### config.mk
export PLATFORM = sky130hd
export DESIGN_NAME = edf_desc_top
export DESIGN_NICKNAME = d
export VERILOG_FILES = /design/src/edf_pkg.sv /design/src/edf_desc_top.sv /design/src/edf_addr_gen.sv
export VERILOG_INCLUDE_DIRS = /design/src /design/src/src
export SDC_FILE = /design/constraint.sdc
export NUM_CORES = 1
export LEC_CHECK = 0
export BUFFER_PORTS_ARGS = -buffer_cell sky130_fd_sc_hd__buf_4
export CAP_MARGIN = 20
export CORE_MARGIN = 10
export CORE_UTILIZATION = 35
export DETAILED_ROUTE_END_ITERATION = 8
export REMOVE_ABC_BUFFERS = 1
export SETUP_SLACK_MARGIN = 0.02
export SYNTH_ARGS = -nofsm -noshare
export SYNTH_HDL_FRONTEND = slang
export SYNTH_SLANG_ARGS = --single-unit
### constraint.sdc
create_clock -name core_clk -period 5.5 [get_ports core_clk]
set_clock_uncertainty 0.2 [all_clocks]
set_input_delay 0.275 -clock core_clk [delete_from_list [all_inputs] [get_ports core_clk]]
set_output_delay 0.275 -clock core_clk [all_outputs]
set_load 0.03 [all_outputs]
### src/edf_consts.svh
// Constants for the ethernet DMA descriptor field handling block
`ifndef EDF_CONSTS_SVH
`define EDF_CONSTS_SVH
`define EDF_ALIGN_BITS 3
`define EDF_RX_CHAIN_BIT 24
`define EDF_RX_END_RING_BIT 25
`define EDF_TX_OWN_BIT 31
`define EDF_TX_HDR_FAULT_BIT 16
`define EDF_TX_ERR_SUM_BIT 15
`define EDF_TX_JABBER_BIT 14
`define EDF_TX_FF_BIT 13
`define EDF_TX_PAY_FAIL_BIT 12
`define EDF_TX_LOC_BIT 11
`define EDF_TX_NC_BIT 10
`define EDF_TX_LC_BIT 9
`define EDF_TX_EC_BIT 8
`define EDF_TX_ED_BIT 2
`define EDF_TX_UF_BIT 1
`define EDF_FIFO_DEPTH 2048
`endif

### src/edf_pkg.sv
// Types for the ethernet DMA descriptor field handling block
package edf_pkg;
  typedef logic [31:0] edf_word_t;
  typedef enum logic [1:0] {EDF_TX_IDLE, EDF_TX_RUN, EDF_TX_WB} edf_tx_state_e;
endpackage

### src/edf_desc_top.sv
// Descriptor field handling for an ethernet MAC DMA engine
`timescale 1ns/1ps
`include "edf_consts.svh"
module edf_desc_top #(
  parameter int FIFO_DEPTH = `EDF_FIFO_DEPTH
) (
  input wire logic core_clk,
  input wire logic srst,
  // Receive descriptor side
  input wire logic rx_desc_load,
  input wire edf_pkg::edf_word_t rx_desc_word1,
  input wire edf_pkg::edf_word_t rx_desc_word2,
  input wire edf_pkg::edf_word_t rx_desc_word3,
  input wire logic rx_use_buf2,
  input wire logic rx_first_part,
  output logic [31:0] rx_wr_addr,
  output logic [2:0] rx_byte_shift,
  output logic [31:0] rx_next_desc,
  output logic rx_chain_mode,
  output logic rx_next_valid,
  // Transmit descriptor side
  input wire logic tx_desc_load,
  input wire edf_pkg::edf_word_t tx_desc_word0,
  input wire logic [12:0] tx_buf1_count,
  input wire logic [12:0] tx_buf2_count,
  input wire logic [31:0] tx_buf1_ptr,
  input wire logic [31:0] tx_buf2_ptr,
  input wire logic tx_byte_taken,
  input wire logic tx_frame_done,
  input wire logic tx_store_forward,
  input wire logic tx_fifo_full,
  input wire logic tx_sum_ready,
  input wire logic tx_payload_short,
  input wire logic ip_header_fault,
  input wire logic jabber_expired,
  input wire logic flush_cmd,
  input wire logic carrier_sense,
  input wire logic loss_of_carrier,
  input wire logic late_collision,
  input wire logic excess_collision,
  input wire logic excess_deferral,
  input wire logic underflow,
  output logic tx_desc_busy,
  output logic [31:0] tx_rd_addr,
  output logic tx_forward,
  output logic tx_insert_ip_sum,
  output logic tx_insert_payload_sum,
  output logic tx_wb_valid,
  output logic [31:0] tx_wb_word0,
  output logic tx_skip
);
  import edf_pkg::*;

  // Pin-level PHY status crosses domains: two flops first
  logic crs_m_r, crs_s_r, jab_m_r, jab_s_r;
  always_ff @(posedge core_clk) begin
    if (srst) begin
      crs_m_r <= 1'b0;
      crs_s_r <= 1'b0;
      jab_m_r <= 1'b0;
      jab_s_r <= 1'b0;
    end else begin
      crs_m_r <= carrier_sense;
      crs_s_r <= crs_m_r;
      jab_m_r <= jabber_expired;
      jab_s_r <= jab_m_r;
    end
  end

  // Receive addressing
  wire chained = rx_desc_word1[`EDF_RX_CHAIN_BIT];
  wire end_ring = rx_desc_word1[`EDF_RX_END_RING_BIT];
  // Buffer 2 only exists in ring mode
  wire [31:0] sel_ptr = (rx_use_buf2 && !chained) ? rx_desc_word3 : rx_desc_word2;
  wire [31:0] ag_addr;
  wire [2:0] ag_shift;

  edf_addr_gen u_addr_gen (
    .buf_ptr(sel_ptr),
    .first_part(rx_first_part),
    .wr_addr(ag_addr),
    .byte_shift(ag_shift)
  );

  // End of ring wins over chaining: no next pointer taken then
  wire [31:0] next_ptr = {rx_desc_word3[31:`EDF_ALIGN_BITS], 3'h0};

  always_ff @(posedge core_clk) begin
    if (srst) begin
      rx_wr_addr <= 32'h0;
      rx_byte_shift <= 3'h0;
      rx_next_desc <= 32'h0;
      rx_chain_mode <= 1'b0;
      rx_next_valid <= 1'b0;
    end else if (rx_desc_load) begin
      rx_wr_addr <= ag_addr;
      rx_byte_shift <= ag_shift;
      rx_chain_mode <= chained;
      rx_next_desc <= next_ptr;
      rx_next_valid <= chained && !end_ring;
    end else begin
      rx_next_valid <= 1'b0;
    end
  end

  // Transmit descriptor
  edf_tx_state_e st_r, st_nxt;
  logic [12:0] cnt1_r, cnt2_r;
  logic [31:0] ptr1_r, ptr2_r;
  logic hdr_fault_r, jabber_r, ff_r, pay_fail_r, nc_r, loc_r, lc_r, ec_r, ed_r, uf_r;
  logic carrier_seen_r;

  wire owned = tx_desc_word0[`EDF_TX_OWN_BIT];
  wire take = (st_r == EDF_TX_IDLE) && tx_desc_load;
  wire bufs_empty = (cnt1_r == 13'h0) && (cnt2_r == 13'h0);
  wire in_run = (st_r == EDF_TX_RUN);
  wire use_b1 = (cnt1_r != 13'h0);
  // Forward at once outside store-and-forward; in it, once whole frame stored or FIFO full
  wire fwd_nxt = in_run && (!tx_store_forward || tx_frame_done || tx_fifo_full);
  wire early_fwd = in_run && tx_store_forward && tx_fifo_full && !tx_sum_ready;
  wire finish = in_run && (tx_frame_done || bufs_empty || flush_cmd);
  wire err_sum = jabber_r | ff_r | loc_r | nc_r | lc_r | ec_r | ed_r | uf_r;

  always_comb begin
    st_nxt = st_r;
    case (st_r)
      EDF_TX_IDLE: if (take && owned) st_nxt = EDF_TX_RUN;
      EDF_TX_RUN: if (finish) st_nxt = EDF_TX_WB;
      EDF_TX_WB: st_nxt = EDF_TX_IDLE;
      default: st_nxt = EDF_TX_IDLE;
    endcase
  end

  always_ff @(posedge core_clk) begin
    if (srst) begin
      st_r <= EDF_TX_IDLE;
    end else begin
      st_r <= st_nxt;
    end
  end

  // Two buffers, each with its own count and pointer
  always_ff @(posedge core_clk) begin
    if (srst) begin
      cnt1_r <= 13'h0;
      cnt2_r <= 13'h0;
      ptr1_r <= 32'h0;
      ptr2_r <= 32'h0;
    end else if (take && owned) begin
      cnt1_r <= tx_buf1_count;
      cnt2_r <= tx_buf2_count;
      ptr1_r <= tx_buf1_ptr;
      ptr2_r <= tx_buf2_ptr;
    end else if (in_run && tx_byte_taken) begin
      if (use_b1) begin
        cnt1_r <= cnt1_r - 13'h1;
        ptr1_r <= ptr1_r + 32'h1;
      end else if (cnt2_r != 13'h0) begin
        cnt2_r <= cnt2_r - 13'h1;
        ptr2_r <= ptr2_r + 32'h1;
      end
    end
  end

  // Sticky status, cleared at descriptor take; events in that cycle are dropped
  always_ff @(posedge core_clk) begin
    if (srst) begin
      {hdr_fault_r, jabber_r, ff_r, pay_fail_r, nc_r, loc_r, lc_r, ec_r, ed_r, uf_r} <= 10'h0;
      carrier_seen_r <= 1'b0;
    end else if (take) begin
      {hdr_fault_r, jabber_r, ff_r, pay_fail_r, nc_r, loc_r, lc_r, ec_r, ed_r, uf_r} <= 10'h0;
      carrier_seen_r <= 1'b0;
    end else if (in_run) begin
      hdr_fault_r <= hdr_fault_r | ip_header_fault;
      jabber_r <= jabber_r | jab_s_r;
      ff_r <= ff_r | flush_cmd;
      pay_fail_r <= pay_fail_r | tx_payload_short | early_fwd;
      loc_r <= loc_r | loss_of_carrier;
      lc_r <= lc_r | late_collision;
      ec_r <= ec_r | excess_collision;
      ed_r <= ed_r | excess_deferral;
      uf_r <= uf_r | underflow;
      carrier_seen_r <= carrier_seen_r | crs_s_r;
      if (finish) nc_r <= !(carrier_seen_r | crs_s_r);
    end
  end

  function automatic logic [31:0] pack_status(input logic [9:0] f, input logic e);
    logic [31:0] w;
    w = 32'h0;
    w[`EDF_TX_HDR_FAULT_BIT] = f[9];
    w[`EDF_TX_JABBER_BIT] = f[8];
    w[`EDF_TX_FF_BIT] = f[7];
    w[`EDF_TX_PAY_FAIL_BIT] = f[6];
    w[`EDF_TX_NC_BIT] = f[5];
    w[`EDF_TX_LOC_BIT] = f[4];
    w[`EDF_TX_LC_BIT] = f[3];
    w[`EDF_TX_EC_BIT] = f[2];
    w[`EDF_TX_ED_BIT] = f[1];
    w[`EDF_TX_UF_BIT] = f[0];
    w[`EDF_TX_ERR_SUM_BIT] = e;
    return w;
  endfunction

  always_ff @(posedge core_clk) begin
    if (srst) begin
      tx_desc_busy <= 1'b0;
      tx_rd_addr <= 32'h0;
      tx_forward <= 1'b0;
      tx_insert_ip_sum <= 1'b0;
      tx_insert_payload_sum <= 1'b0;
      tx_wb_valid <= 1'b0;
      tx_wb_word0 <= 32'h0;
      tx_skip <= 1'b0;
    end else begin
      tx_desc_busy <= (st_nxt != EDF_TX_IDLE);
      tx_rd_addr <= use_b1 ? ptr1_r : ptr2_r;
      tx_forward <= fwd_nxt;
      tx_insert_ip_sum <= in_run && !hdr_fault_r && !ip_header_fault;
      tx_insert_payload_sum <= in_run && !pay_fail_r && !tx_payload_short && !early_fwd;
      tx_skip <= take && !owned;
      tx_wb_valid <= (st_r == EDF_TX_WB);
      // Owner bit written back clear hands descriptor to host
      if (st_r == EDF_TX_WB) begin
        tx_wb_word0 <= pack_status({hdr_fault_r, jabber_r, ff_r, pay_fail_r, nc_r, loc_r, lc_r,
                                    ec_r, ed_r, uf_r}, err_sum);
      end
    end
  end

  a_wb_own_clear: assert property (@(posedge core_clk) disable iff (srst)
    tx_wb_valid |-> !tx_wb_word0[`EDF_TX_OWN_BIT]) else $error("owner not cleared");
  a_err_sum_or: assert property (@(posedge core_clk) disable iff (srst)
    tx_wb_valid |-> (tx_wb_word0[`EDF_TX_ERR_SUM_BIT] == |(tx_wb_word0 &
      32'h00006f06))) else $error("error summary wrong");
  a_host_owned_skip: assert property (@(posedge core_clk) disable iff (srst)
    (take && !owned) |=> (tx_skip && !tx_desc_busy)) else $error("host desc used");
  a_hdr_no_sum: assert property (@(posedge core_clk) disable iff (srst)
    (in_run && ip_header_fault) |=> !tx_insert_ip_sum) else $error("sum inserted");
  a_rx_addr_align: assert property (@(posedge core_clk) disable iff (srst)
    rx_wr_addr[2:0] == 3'h0) else $error("rx addr unaligned");
  a_rx_mid_shift: assert property (@(posedge core_clk) disable iff (srst)
    (rx_desc_load && !rx_first_part) |=> rx_byte_shift == 3'h0)
    else $error("mid shift");
  a_rx_sof_shift: assert property (@(posedge core_clk) disable iff (srst)
    (rx_desc_load && rx_first_part && !rx_use_buf2) |=>
      rx_byte_shift == $past(rx_desc_word2[2:0])) else $error("sof shift");
  a_next_desc: assert property (@(posedge core_clk) disable iff (srst)
    rx_next_valid |-> (rx_chain_mode && rx_next_desc[2:0] == 3'h0))
    else $error("bad next desc");
  a_sf_full_fwd: assert property (@(posedge core_clk) disable iff (srst)
    (in_run && tx_store_forward && tx_fifo_full) |=> tx_forward)
    else $error("no forward on full");
  a_jabber_flag: assert property (@(posedge core_clk) disable iff (srst)
    (in_run && jab_s_r && !take) |=> jabber_r) else $error("jabber lost");
endmodule

### src/edf_addr_gen.sv
// Receive buffer address generator: aligned write address and byte shift
`timescale 1ns/1ps
`include "edf_consts.svh"
module edf_addr_gen (
  input wire logic [31:0] buf_ptr,
  input wire logic first_part,
  output logic [31:0] wr_addr,
  output logic [2:0] byte_shift
);
  // Start of frame: aligned write, data shifted by pointer low bits
  assign wr_addr = {buf_ptr[31:`EDF_ALIGN_BITS], 3'h0};
  assign byte_shift = first_part ? buf_ptr[2:0] : 3'h0;
endmodule

Word level (Yosys, flattened, before mapping)

Cells that the tools add are included.

Register bits after elaboration: 219
Latch bits: 0
RAM bits: 0
Bits in read-only memories: 0
Input port bits: 239
Output and inout bits: 139
Word-level logic and storage cells: 125
Memories: 0

Add/subtract/negate cells: 4
Multiply operators: 0
Div/mod/pow operators: 0
$lt $le $gt $ge: 0
Equal/unequal tests: 3
Shifts and indexed selects: 0
Multiplexer cells: 20
Bitwise operators: 19
Reduce and logical (&&, ||, !) cells: 46

Operators with widths:

| kind                                               | number |
|---|---|
| two-way mux 32 bit                                 | 9 |
| two-way mux 13 bit                                 | 7 |
| adder 32 x 1 -> 32 bit, second input constant      | 2 |
| zero test 13 bit                                   | 2 |
| nonzero test 13 bit                                | 2 |
| subtractor 13 x 1 -> 13 bit, second input constant | 2 |
| bitwise OR 1 bit                                   | 18 |
| logical AND 1 bit                                  | 17 |
| zero test 1 bit                                    | 11 |
| nonzero test 2 bit                                 | 4 |
| logical OR 1 bit                                   | 4 |
| two-way mux 2 bit                                  | 2 |
| one-hot mux 2 bit (2 select lines)                 | 1 |
| AND reduction 2 bit                                | 2 |
| OR reduction 2 bit                                 | 2 |
| two-way mux 3 bit                                  | 1 |
| AND reduction 3 bit                                | 1 |
| == test 2 x 1 -> 1 bit, second input constant      | 1 |
| == test 2 bit, second input constant               | 1 |
| zero test 2 bit                                    | 1 |
| != test 2 x 1 -> 1 bit, second input constant      | 1 |
| inverter 1 bit                                     | 1 |

Logic depth before layout (Yosys ltp)

Gate-level depths: netlist of run 1.

Depth in word-level cells: 8
Mapped depth: 10
Gate-level depth less buffers: 8

Modules after synthesis

A second synthesis of run 1 with hierarchy kept.

Cells, all modules: 1232
Area total of the unflattened synthesis: 10396.2 µm²

By module, submodules not included:

| module       | times used | cells each | area each (µm²) | seq. area each (µm²) |
|---|---|---|---|---|
| edf_desc_top | 1          | 1196       | 10133.5         | 4444.3 |
| edf_addr_gen | 1          | 36         | 262.8           | 0.0 |

Worst setup path before layout of run 1

OpenSTA, ideal clock, no wires.

Path kind: reg-to-reg
Start: register cnt2_r[0]
End: register ptr2_r[31]
Setup time: 0.074 ns
Arrival time: 2.190 ns
Data required time: 5.226 ns
Slack: 3.036 ns
Cell stages (with the launch flop): 9
Path buffers: 1
Period minus slack after synthesis: 2.464 ns
Path through: dfxtp_1 > inv_1 > ha_1 > nor3b_1 > and4bb_2 > or4_4 > buf_6 > or4b_1 > a31oi_1

Cells in the longest elaborated chain, start to end: 3

Ends and longest elaborated chain:

| what                          | RTL line            | text |
|---|---|---|
| from (decl)                   | edf_desc_top.sv:108 | `logic [12:0] cnt1_r, cnt2_r;` |
| from (signal assigned)        | edf_desc_top.sv:151 | `cnt2_r <= tx_buf2_count;` |
| from (signal assigned)        | edf_desc_top.sv:159 | `cnt2_r <= cnt2_r - 13'h1;` |
| nonzero test 13 bit           | edf_desc_top.sv:158 | `end else if (cnt2_r != 13'h0) begin` |
| nonzero test 2 bit (no line)  | --                  |  |
| AND reduction 3 bit (no line) | --                  |  |
| to (signal assigned)          | edf_desc_top.sv:153 | `ptr2_r <= tx_buf2_ptr;` |
| to (signal assigned)          | edf_desc_top.sv:160 | `ptr2_r <= ptr2_r + 32'h1;` |
| to (decl)                     | edf_desc_top.sv:109 | `logic [31:0] ptr1_r, ptr2_r;` |

Every way passes these cells.
A chain may end at the register's enable or synchronous reset.

Worst setup path after layout of run 1

Start: register st_r[1]
End: register cnt2_r[12]

Cells in the longest elaborated chain, start to end: 5
Elaborated cells between the ends (all ways): 10
Classes of those cells: eq/ne: 2; mux: 1; reduce/logical: 7

Ends and longest elaborated chain:

| what                                                                          | RTL line            | text |
|---|---|---|
| from (decl)                                                                   | edf_desc_top.sv:107 | `edf_tx_state_e st_r, st_nxt;` |
| from (signal assigned)                                                        | edf_desc_top.sv:138 | `st_r <= st_nxt;` |
| zero test 2 bit                                                               | edf_desc_top.sv:114 | `wire take = (st_r == EDF_TX_IDLE) && tx_desc_load;` |
| logical AND 1 bit                                                             | edf_desc_top.sv:114 |  |
| logical AND 1 bit                                                             | edf_desc_top.sv:149 | `end else if (take && owned) begin` |
| != test 2 x 1 -> 1 bit (no line) / nonzero test 2 bit (equally long branches) | --                  |  |
| AND reduction 3 bit (no line)                                                 | --                  |  |

Several ways; a longest one is shown, not always the timed one.

==> results list, run 1 <==
- Hpwl dp: 23300 um
- Core area: 27900 um^2
- In this run, the number of DRC markers left after iteration 0 of detailed routing was 550.
- Antenna violations before repair: 1
* Sort of element at the end of the critical path: flip-flop
- Min cycle time layout: 3.25 ns
- The worst-case IR drop observed on VDD is 0.186 mV.
- No sink is reached through more buffers than the 3 on the longest clock path.
- Derived from the worst setup path, the maximum achievable clock frequency is 0.308 GHz.
- The library cell used most frequently in the layout, excluding fill and tap cells, is buf_4.
- In this run the tightest slew margin relative to its limit is 27.4%.
- Max-cap violations in this run came to 0.
- For this run, the number of Yosys warnings is 0.
- Setup repair after global routing left no endpoint under its margin.
- Summed over all cells, the static leakage comes to 6.08 nW.
* Avg WL per Cell: 17.3 um
* Height of the die: 188 um
- Crit-path cells: nor3b_1 > nand2_4 > buf_4 > o311ai_0 > a21oi_1 > dlygate4sd3_1
- Pin placement for this block handled 378 I/O pins.
- The number of cells on the worst reg-to-reg path is 6.
- For this run, design rule violations remaining after detail routing come to 0.
* Areal power density over the cells: 295 nW/um^2
* Commonest register cell after synthesis: dfxtp_1
- The path with the worst hold slack has its endpoint at rx_byte_shift[1].
* HP Start: rx_desc_word3[1]
- In the synthesized netlist the async set-or-reset flop fraction comes to 0%.
* # port buffers: 289
- Row generation in the floorplan step produced 61 rows.
- Post-CTS timing repair inserted 0 buffers for setup.
* Cell area after synthesis: 9880 um^2
* Result of the run: finished, final reports clean
- For the worst setup path, the data arrival time is 3.45 ns.
* Horiz. Die Dim: 188 um
- The share of the Yosys chip area taken by registers is 44.4%.
- Relative to the synthesized area, the layout overhead comes to 51.1%.
- Entering global routing, the biggest net connects 96 pins.
- The number of hold-slack violations in the final timing report came to 0.
* Cell with the biggest individual delay on the critical path: nand2_4
- The number of pins with negative max-slew slack in the final report is 0.
- In this run the mean area of a mapped cell was 8.54 um^2.
- Reg2reg start: st_r[1]
* Post-synth EDFFs: 0
- Die footprint: 35400 um^2
- After detailed placement, the design holds a cell count of 1758.
- Sum of routed wire length over all layers: 34400 um
- The clock net in this run drives a total of 219 sinks.
* Total Routing Usage GR: 18.4%
* Total number of vias: 9871
- The initial utilization of the core area, before any placement, comes to 35.5%.
- Clock latency of the later-clocked register in the worst-skew pair: 0.53 ns
- Setup violations remaining at the end of the flow were counted as 0.
- Number of cells produced by synthesis: 1157
- Reg-to-reg slack, setup: 2.25 ns
* Clock-pin slew of the registers on the worst-case setup and hold paths: 0.06 ns
* First-pass GRT wire length: 54400 um
- The synthesized design contains 219 register bits.
- Post-DR vias/cell: 4.98
* Fill count: 2534
* Part of the cycle the worst path needs: 59.1%
* Hold Path Cell Cnt: 4
- Setup CP Type: reg2reg
- On the worst path, the slowest cell contributes a delay of 0.63 ns.
- Layout Nets: 1830
- At the end of routability-driven placement, the weighted congestion stood at 0.819.
* Type of the worst min-delay path: in2reg
- Antenna cells: 0
- Highest-count cells in the layout ignoring fill and taps: buf_4, dfxtp_1, dlygate4sd3_1
- Share of post-route cells with drive strength above 1: 22.9%
- Clock tree from TritonCTS: done
- At the pin with the least slew margin, the transition time is 1.09 ns.
- Startpoint types: flip-flop
- Leftover overflow at the end of global routing: 0
- Data required, critical path: 5.70 ns
- The worst register-to-register path ends at cnt2_r[12].
- Counting distinct cell types in the post-synthesis netlist gives 59.
* Number of nets with antenna violations after detailed routing: 0
- In the final timing run, aggregate negative setup slack is 0 ns.
* Depth of the CTS H-tree: 1
- For this run, the share of the core covered by cells in the final layout is 53.6%.
* Final cell count without fillers: 1983
* Vias in the first global route: 9929
- Peak fanout along the critical path: 92
- Counting the buffers created by CTS gives 26.
- Pre-Repair DR Iteration Count: 5
- Clock root cell: clkbuf_16
==> report_power, final <==
| part | internal (mW) | total (mW) | switching [mW] | leakage (nW) |
|---|---|---|---|---|
| clock | 1.17 | 1.87 | 0.697 | 0.461 |
| sequential | 1.68 | 1.77 | 0.0826 | 1.80 |
| combinational | 0.352 | 0.767 | 0.415 | 3.82 |
==> per-layer routing <==
| layer | part of all wire [%] | GRT usage (%) |
|---|---|---|
| met1 | 44 | 23.2 |
| met2 | 48 | 31.6 |
| met3 | 6.5 | 3.91 |
| met4 | 1.3 | 3.32 |
| met5 | 0 | 0 |
==> state kept, by name, summed over array words and instances, names as in the netlist, 2 cells and up <==
register and flops:
rx_next_desc 29, cnt2_r 13, st_r 2, ptr1_r 32
rx_byte_shift 3, tx_wb_word0 11, tx_rd_addr 32, cnt1_r 13
ptr2_r 32, rx_wr_addr 29
==> stage by stage <==
stage | cell area [um^2] | power, mW | hold slack [ns] | setup slack, ns
after floorplan | 9480 | 2.15 | 0.140 | 1.80
after global placement | 12200 | 2.45 | 0.231 | 2.48
after detailed placement | 12200 | 2.46 | 0.227 | 2.45
after CTS | 14900 | 4.44 | 0.00302 | 2.20
after global routing | 14900 | 4.59 | 0.0476 | 1.99
final | 14900 | 4.40 | 0.0268 | 2.25
==> worst max-delay path by stage <==
stage,startpoint,endpoint,slack [ns]
6_report,st_r[1],cnt2_r[12],2.25
3_3_place_gp,ptr1_r[2],ptr1_r[22],2.48
2_1_floorplan,st_r[1],ptr2_r[20],1.80
4_1_cts,st_r[1],cnt2_r[12],2.20
3_5_place_dp,ptr1_r[2],ptr1_r[22],2.45
5_1_grt,st_r[1],cnt2_r[12],1.99
==> repair_timing <==
item | 4_1_cts | 5_1_grt
hold buffers | 178 | 0
hold endpoints to repair | 172 | 0
gates resized for setup | 0 | 0
==> logic make-up (layout without fill, tap and decap cells) <==
kind of cell,Yosys count,count (layout),share of synthesized area [%]
AO/OA/AOI/OAI,239,239,15.9
flip-flops,219,219,44.4
multiplexers,61,61,6.22
adder cells (fa/ha/maj),5,5,0.633
other,1,27,0.0380
XOR/XNOR,47,47,4.17
AND/OR/NAND/NOR,464,464,22.9
buffers and inverters,121,543,5.81
==> cell type report <==
class                      count  area [um^2]  share of cell area (%)
multi-input combinational    843         5040                    33.7
sequential                   219         4380                    29.4
timing repair buffer         476         4020                    26.9
clock buffer                  33          728                    4.88
tap                          378          473                    3.17
clock inverter                14          209                    1.40
inverter                      20         75.1                   0.503
==> synthesized netlist by cell type (10+ instances only) <==
cell type	count	share of area [%]
a211oi_1	79	6.0
a21oi_1	83	4.2
a311oi_1	13	1.2
a31oi_1	14	0.89
buf_4	27	2.1
clkbuf_1	64	2.4
dfxtp_1	219	44
inv_1	20	0.76
mux2i_1	58	5.9
nand2_1	136	5.2
nand2b_1	10	0.63
nand3_1	32	1.6
nand4_1	17	1.1
nor2_1	151	5.7
nor3_1	25	1.3
nor4_1	13	0.82
o211ai_1	15	1.1
o21ai_0	15	0.76
or3_1	25	1.6
xnor2_1	26	2.3
xor2_1	21	1.9
==> worst max-delay path, delay by kind of cell, from the launching register on <==
| kind | cells | cell delay, ns |
|---|---|---|
| buffers and inverters | 2 | 1.12 |
| flip-flops | 1 | 0.37 |
| AO/OA/AOI/OAI | 2 | 0.28 |
| AND/OR/NAND/NOR | 2 | 1.14 |
Power figures use the tool's default switching activity.
==> run 2, diff against run 1 <==
==> constraint.sdc (replaced) <==
create_clock -name core_clk -period 2.8 [get_ports core_clk]
set_clock_uncertainty 0.2 [all_clocks]
set_input_delay 0.14 -clock core_clk [delete_from_list [all_inputs] [get_ports core_clk]]
set_output_delay 0.14 -clock core_clk [all_outputs]
set_load 0.03 [all_outputs]
==> run 2 against run 1 <==
Sequential share of layout area fell by 1.3 points. Clock power up 89%. Critical path type unchanged. Critical path depth up 3. Count of clock-buffer cells in the layout increased by 3. Worst hold slack better by 0.054 ns. Worst setup slack lost 2.1 ns. Sequential cell count is the same. Global-route usage grew 0.81 points. First-iteration DRC count up 2.5%.
==> results list, run 2 (synthesis gave the netlist of run 1 again) <==
- Result of the run: finished, final reports clean (unchanged).
* Max IR drop VDD: 0.356 mV (was 0.186 mV)
- The remaining antenna violation count is 0 (unchanged).
- The total number of clock tree sinks is 219 (unchanged).
- The sum of overflow across all layers after global routing came to 0 (unchanged).
* Maximum number of pins on one net before global-route repair: 62 (was 96)
* Final cell count without fillers: 2055 (was 1983)
* Cell area reported after detailed placement: 12500 um^2 (was 12200 um^2)
- Detailed route wirelength on metal3: 2010 um (was 2250 um)
- The required arrival time at the worst endpoint came to 3.04 ns (was 5.70 ns).
- The area growth from synthesis to final layout was 58.0% (was 51.1%).
* Gpl congestion: 0.828 (was 0.819)
- Highest-count cells in the layout ignoring fill and taps: buf_4, dfxtp_1, dlygate4sd3_1 (unchanged).
* Area taken by flip-flops and latches: 4380 um^2 (unchanged)
* Largest registers: ptr1_r x32, ptr2_r x32, tx_rd_addr x32 (unchanged)
- Total number of vias: 10247 (was 9871)
- Clock tree from TritonCTS: done (unchanged)
- DRC violation total after the first TritonRoute iteration: 564 (was 550)
- Setup repair after global routing missed its margin: false (unchanged)
* Peak fanout along the critical path: 8 (was 92)
* Core area: 27900 um^2 (unchanged)
- The startpoint of the worst hold path was rx_desc_load (was rx_desc_word3[1]).
- Hold Path Cell Cnt: 3 (was 4)
* Path depth of the worst reg2reg path: 9 (was 6)
* Final slew viol count: 0 (unchanged)
* Min cycle time layout: 2.68 ns (was 3.25 ns)
* Reg-to-reg slack, setup: 0.12 ns (was 2.25 ns)
- The number of hold-slack violations in the final timing report was 0 (unchanged).
- Static leakage: 6.41 nW (was 6.08 nW)
* Final number of setup-violating endpoints: 0 (unchanged)
- Avg WL per Cell: 17.6 um (was 17.3 um)
- Area taken by multi-input logic gates: 5080 um^2 (was 5040 um^2)
* Clock latency of the later-clocked register in the worst-skew pair: 0.52 ns (was 0.53 ns)
- Clock-pin slew of the registers on the worst-case setup and hold paths: 0.06 ns (about the same)
- Total I/O pin count: 378 (unchanged)
* Area of all placed cells without fillers: 15600 um^2 (was 14900 um^2)
- The routed metal-1 wire length was 15700 um (was 15000 um).
- The initial antenna violation count is 3 (was 1).
- The highest metal layer with signal wires is met4 (unchanged).
* Horiz. Die Dim: 188 um (unchanged)
- The cell at the root of the clock tree is clkbuf_16 (unchanged).
- First-pass GRT wire length: 56600 um (was 54400 um)
- The count of max-cap constraint violations is 0 (unchanged).
- The remaining design rule violation count is 0 (unchanged).
- Vias in the first global route: 10268 (was 9929)
- Depth of the CTS H-tree: 1 (unchanged)
- Share of post-route cells with drive strength above 1: 24.0% (was 22.9%)
* Achievable frequency: 0.373 GHz (was 0.308 GHz)
* Reg2reg start: cnt2_r[0] (was st_r[1])
* Sort of element at the end of the critical path: flip-flop (unchanged)
* Measured slew at the worst slew-check pin: 0.685 ns (was 1.09 ns)
- Critical path startpoint: cnt2_r[0] (was st_r[1])
- The wire length reported by the detailed router came to 36100 um (was 34400 um).
- Type of the worst min-delay path: in2reg (unchanged)
- The most frequent standard cell in the layout excluding fill and tap cells was buf_4 (unchanged).
- Crit Reg-Reg Endpoint: cnt2_r[10] (was cnt2_r[12])
- Relative slew slack: 54.3% (was 27.4%)
* Part of the cycle the worst path needs: 95.7% (was 59.1%)
* # port buffers: 289 (unchanged)
- Maximum clock path buffer count: 3 (unchanged)
* Cell Count Post-Placement: 1790 (was 1758)
- The power per standard cell area was 553 nW/um^2 (was 295 nW/um^2).
* Die footprint: 35400 um^2 (unchanged)
- The global-route usage over all layers was 19.2% (was 18.4%).
- The type of the worst setup path was reg2reg (unchanged).
- The endpoint of the worst hold-timing path was rx_byte_shift[0] (was rx_byte_shift[1]).
- The first-pass detailed-route iteration total is 5 (unchanged).
* Hpwl dp: 24200 um (was 23300 um)
- The aggregate negative setup slack came to 0 ns (unchanged).
- Post-DR vias/cell: 4.99 (was 4.98)
* Fill count: 2444 (was 2534)
* Layout Nets: 1901 (was 1830)
- The number of rows created at floorplan was 61 (unchanged).
- The die height was 188 um (unchanged).
- Met2 WL: 17500 um (was 16600 um)
* Data arrival time of the critical path: 2.92 ns (was 3.45 ns)
* Startpoint types: flip-flop (unchanged)
* Initial cell density of the core: 35.5% (unchanged)
* CTS buffer count: 26 (unchanged)
run 2: cell count changes in the layout (fill, tap and decap cells not counted), moves of 2 or more:
cell	delta
buf_12	+4
buf_4	+28
clkbuf_1	+2
clkinv_4	-2
diode_2	+3
dlygate4sd3_1	+37
nor4_2	-2
nor4_4	+2
run 2: per-stage QoR:
step	util (%)	total power [mW]	setup WS, ns	hold slack [ns]
3_3_place_gp	44.9	4.86	0.170	0.104
2_1_floorplan	-	4.22	-0.902	0.00465
6_report	56.1	8.64	0.121	0.0812
5_1_grt	56.1	8.99	0.0211	0.100
4_1_cts	55.8	8.69	0.0779	0.0419
3_5_place_dp	44.9	4.87	0.115	0.106
run 2: worst max-delay path by stage:
stage | to | slack [ns] | cells past startpoint
6_report | cnt2_r[10] | 0.12 | 9
5_1_grt | ptr2_r[11] | 0.02 | 9
4_1_cts | ptr2_r[20] | 0.08 | 8
3_5_place_dp | ptr2_r[20] | 0.11 | 8
3_3_place_gp | ptr2_r[20] | 0.17 | 8
2_1_floorplan | ptr2_r[20] | -0.90 | 4
run 2: power by group:
group          internal [mW]  leakage (nW)  total, mW  switching (mW)
combinational          0.778          4.17       1.64           0.862
clock                   2.22         0.440       3.54            1.32
sequential              3.31          1.80       3.47           0.159
total                   6.31          6.41       8.64            2.34
run 2: critical path: stages (launching register included):
cell and delay, ns:
dfxtp_1 0.33, inv_1 0.08, ha_1 0.20, nor3b_1 0.13, and4bb_2 0.26, or4_4 0.65
buf_4 0.20, nor4_4 0.21, xnor2_1 0.11, a211oi_1 0.22
run 2: layer usage:
metal / global-route usage [%] / vias up
met5: 0 / -
met4: 5.11 / 0
met3: 3.69 / 53
met2: 32.6 / 312
met1: 24.2 / 4833
li1: - / 5049
run 2: final cells by class:
class	instances	share of cell area (%)
inverters	20	0.481
multi-input cells	844	32.6
diodes	3	0.0481
well taps	378	3.03
clock inverters	9	0.946
flip-flops and latches	219	28.1
repair buffers	546	30.1
clock buffers	36	4.80
run 2: timing repair:
| item | in CTS | in global routing |
|---|---|---|
| endpoints found under the setup margin | 0 | 10 |
| gates resized for setup | 0 | 8 |
| hold endpoints to repair | 179 | 0 |
| buffers inserted | 0 | 1 |
| hold buffers | 215 | 0 |
==> run 3, diff against run 2 <==
--- a/config.mk
+++ b/config.mk
@@ -10,6 +10,7 @@
 export CAP_MARGIN = 20
 export CORE_MARGIN = 10
 export CORE_UTILIZATION = 35
+export CTS_BUF_LIST = sky130_fd_sc_hd__clkbuf_2
 export DETAILED_ROUTE_END_ITERATION = 8
 export REMOVE_ABC_BUFFERS = 1
 export SETUP_SLACK_MARGIN = 0.02
==> run 3 against run 2 <==
The run now fails in clock tree synthesis. Area after synthesis unchanged. Synthesized cell count is the same.
==> results list, run 3 <==
- Horiz. Die Dim: 188 um (unchanged)
- The cell at the root of the clock tree is clkbuf_2 (was clkbuf_16).
- Maximum clock path buffer count: 3 (unchanged)
- The flip-flop and latch count after synthesis was 219 (unchanged).
- Depth of the CTS H-tree: 2 (was 1)
* Number of cells produced by synthesis: 1157 (unchanged)
- Post-CTS Setup Repair Bufs: 0 (unchanged)
- Fraction of post-synthesis cell area in the top cell type by area: 44.4% (unchanged)
- The mean instance size in the synthesized netlist came to 8.54 um^2 (unchanged).
* Count of warnings emitted by yosys: 0 (unchanged)
- Netlist cell types: 59 (unchanged)
- Last stage reached: clock tree synthesis
- Seq/Total Area, Yosys: 44.4% (unchanged)
- The most common cell in the netlist is dfxtp_1 (unchanged).
- The tool reported: "[ERROR RSZ-0060] Max buffer count reached".
* Gpl congestion: 0.828 (unchanged)
- Dominant cell type by area after synthesis: dfxtp_1 (unchanged)
- CTS Hold Buffers Added: 379 (was 215)
* Post-CTS sizing: 0 (unchanged)
- The number of buffers added by the clock tree synthesis step is 60 (was 26).
* Cell area after synthesis: 9880 um^2 (unchanged)
- The count of flip-flops with a built-in enable after synthesis was 0 (unchanged).
- The quantity of I/O buffers inserted on ports was 289 (unchanged).
- Result of the run: did not finish (was finished, final reports clean).
- The number of top-level design ports was 378 (unchanged).
* Hpwl dp: 24200 um (unchanged)
* Clock Sinks: 219 (unchanged)
- The share of synthesized flip-flops with an asynchronous set or reset is 0% (unchanged).
- Height of the die: 188 um (unchanged)
- Leading post-synthesis cells by cell area: dfxtp_1, a211oi_1, mux2i_1 (unchanged)
* Number of core rows: 61 (unchanged)
- Synth cell count leaders: dfxtp_1, nor2_1, nand2_1 (unchanged).
* Commonest register cell after synthesis: dfxtp_1 (unchanged)
- The effective utilization at floorplan is 35.5% (unchanged).
run 3: cell counts after synthesis:
Identical to the previous run, type by type.
run 3: cells by family after synthesis:
kind of cell               Yosys count  share of synthesized area (%)
DFF                                219                           44.4
buffers and inverters              121                           5.81
and+or+nand+nor                    464                           22.9
xor gates and xnor gates            47                           4.17
other                                1                         0.0380
muxes                               61                           6.22
AOI/OAI and AO/OA                  239                           15.9
adders and majority gates            5                          0.633
run 3: stage by stage:
step	area [um^2]	hold WS (ns)	TNS [ns]	setup WS, ns	instances
detailed placement	12500	0.106	0	0.115	1790
global placement	12500	0.104	0	0.170	1790
floorplan	9480	0.00465	-51.62	-0.902	1082
==> run 4, diff against run 3 <==
--- a/config.mk
+++ b/config.mk
@@ -9,11 +9,10 @@
 export BUFFER_PORTS_ARGS = -buffer_cell sky130_fd_sc_hd__buf_4
 export CAP_MARGIN = 20
 export CORE_MARGIN = 10
-export CORE_UTILIZATION = 35
-export CTS_BUF_LIST = sky130_fd_sc_hd__clkbuf_2
+export CORE_UTILIZATION = 20
 export DETAILED_ROUTE_END_ITERATION = 8
+export PLACE_DENSITY_LB_ADDON = 0.15
 export REMOVE_ABC_BUFFERS = 1
-export SETUP_SLACK_MARGIN = 0.02
 export SYNTH_ARGS = -nofsm -noshare
 export SYNTH_HDL_FRONTEND = slang
 export SYNTH_SLANG_ARGS = --single-unit
==> constraint.sdc (replaced) <==
create_clock -name core_clk -period 3.6 [get_ports core_clk]
set_clock_uncertainty 0.2 [all_clocks]
set_input_delay 0.18 -clock core_clk [delete_from_list [all_inputs] [get_ports core_clk]]
set_output_delay 0.18 -clock core_clk [all_outputs]
set_load 0.03 [all_outputs]
==> run 4 against run 3 <==
The run now ends clean.
==> results list, run 4 (synthesis gave the netlist of run 1 again) <==
- The die height came to 242 um (was 188 um).
- The critical path is of the reg2reg type.
- For this block, the initial DRC count from the detailed router was 440.
- Met3 Resource Use GR: 2.55%
* Core area: 48800 um^2
- Achievable frequency: 0.306 GHz
* Depth of the CTS H-tree: 1 (was 2)
- The filler cells instantiated in the layout total 5212.
- Max-cap violations in this run came to 0.
- Gpl congestion: 0.788 (was 0.828)
- The number of rows created at floorplan is 81 (was 61).
- The effective utilization at floorplan was 20.2% (was 35.5%).
* Routing usage on met1: 16.9%
- Cell area reported after detailed placement: 12700 um^2 (was 12500 um^2)
- Summing all non-filler instances in the final layout gives an area of 15600 um^2.
- The analysis attributes to cell leakage a power of 6.28 nW.
- Layout Nets: 1871
* Leftover overflow at the end of global routing: 0
- Headroom to the max-slew limit came out at 37.1%.
- On the final layout, the worst hold slack is 0.0308 ns.
* Data arrival time of the critical path: 3.56 ns
- # DRC: 0
- In this run the most used layer during global routing was met2.
- Global routing consumed, on the met2 layer, 21.3% of the routing resources.
- Clock-pin slew of the registers on the worst-case setup and hold paths: 0.06 ns
- In this run the worst path has a maximum fanout of 25.
* Maximum number of pins on one net before global-route repair: 91
- The number of buffers added by the clock tree synthesis step was 29 (was 60).
- The maximum root-to-sink buffer count is 3 (unchanged).
* Clock root cell: clkbuf_16 (was clkbuf_2)
- Result of the run: finished, final reports clean (was did not finish)
* Area overhead of the layout relative to synthesis: 58.2%
* Max IR drop VDD: 0.289 mV
- The quantity of I/O buffers inserted on ports was 289 (unchanged).
- The worst setup path is captured at a flip-flop.
- Summed over all layers, the routed wires come to 39400 um.
- STA puts the critical path data required time at 3.89 ns.
- For the pin with the worst max-slew slack, the measured transition is 0.941 ns.
- The initial antenna violation count is 0.
* Most common cell after layout, fill and taps aside: buf_4
* Avg WL per Cell: 17.0 um
- Final number of setup-violating endpoints: 0
- Final slew viol count: 0
* Antenna cells: 0
- In this run the worst hold path is classified as in2reg.
- Final-layout setup total negative slack: 0 ns
* Count of endpoints failing hold in the final timing report: 0
- Post-DR vias/cell: 4.29
* Pre-Repair DR Iteration Count: 4
- Once detail routing completed, the nets flagged for antenna violations numbered 0.
* Part of the cycle the worst path needs: 90.7%
- The total number of clock tree sinks is 219 (unchanged).
- The number of top-level design ports came to 378 (unchanged).
- Setup repair after global routing left no endpoint under its margin.
- First-pass GRT wire length: 61000 um
- The floorplan step defined a die boundary enclosing 58700 um^2.
- Vias in the first global route: 10191
- Areal power density over the cells: 431 nW/um^2
- For the worst-skew pair, the clock arrives at the later sink with an insertion delay of 0.57 ns.
- Clock tree from TritonCTS: done
* Min cycle time layout: 3.27 ns
- The half-perimeter wire length after placement is 28300 um (was 24200 um).
* Highest-count cells in the layout ignoring fill and taps: buf_4, dfxtp_1, dlygate4sd3_1
- In the final layout, the registers with the most flip-flops are ptr1_r x32, ptr2_r x32, tx_rd_addr x32.
- Total Routing Usage GR: 12.9%
* Post-CTS Setup Repair Bufs: 0 (unchanged)
* Horiz. Die Dim: 242 um (was 188 um)
- The worst setup path is launched from a flip-flop.
- Share of post-route cells with drive strength above 1: 22.9%
- Detailed routing inserted a total of 9910 vias.
-- run 4: per-stage QoR --
step	std cells	worst slack (ns)	power, mW	utilization, %
floorplan	1082	-0.102	3.28	-
CTS	2309	0.188	6.88	32.0
finish	2309	0.334	6.74	32.0
detailed placement	2055	0.708	3.80	25.9
global route	2309	0.128	7.07	32.0
global placement	2055	0.731	3.80	25.9
-- run 4: report_power, final --
| part | internal, mW | total (mW) | switching (mW) |
|---|---|---|---|
| Clock | 1.69 | 2.81 | 1.12 |
| Sequential | 2.57 | 2.70 | 0.129 |
| Combinational | 0.570 | 1.23 | 0.659 |
| Total | 4.83 | 6.74 | 1.91 |
-- run 4: metal layers --
| layer | vias to the layer above | part of all wire, % | routed length (um) |
|---|---|---|---|
| li1 | 4996 | - | - |
| met1 | 4614 | 47 | 18500 |
| met2 | 263 | 47 | 18400 |
| met3 | 37 | 4.8 | 1910 |
| met4 | 0 | 1.4 | 569 |
| met5 | - | 0 | 0 |
-- run 4: what timing repair did --
item,in CTS,in global routing
hold buffers,205,0
endpoints found under the hold margin,185,0
setup endpoints to repair,0,1
resized for setup,0,1
-- run 4: worst paths after layout --
kind,start,to,slack (ns),depth (start not counted)
hold / removal,rx_desc_load,rx_byte_shift[0],0.03,3
setup / recovery,cnt2_r[0],cnt2_r[10],0.33,9
setup reg to reg,cnt2_r[0],cnt2_r[10],0.33,9
hold reg to reg,crs_m_r,crs_s_r,0.24,1
-- run 4: worst max-delay path, cell delays in order (launching register included) --
cell and delay (ns):
dfxtp_1 0.32, inv_1 0.08, ha_1 0.19, nor3b_1 0.13, and4bb_2 0.33, or4_4 0.71
nor4_2 0.33, xnor2_1 0.11, a211oi_1 0.21, dlygate4sd3_1 0.56
-- run 4: final cells by class --
type	instances	area, um^2	area share (%)
clock inverters	8	96.3	0.616
multi-input cells	843	5040	32.2
repair buffers	514	4400	28.1
well taps	664	831	5.31
inverters	20	75.1	0.480
clock buffers	41	811	5.19
flip-flops and latches	219	4380	28.0
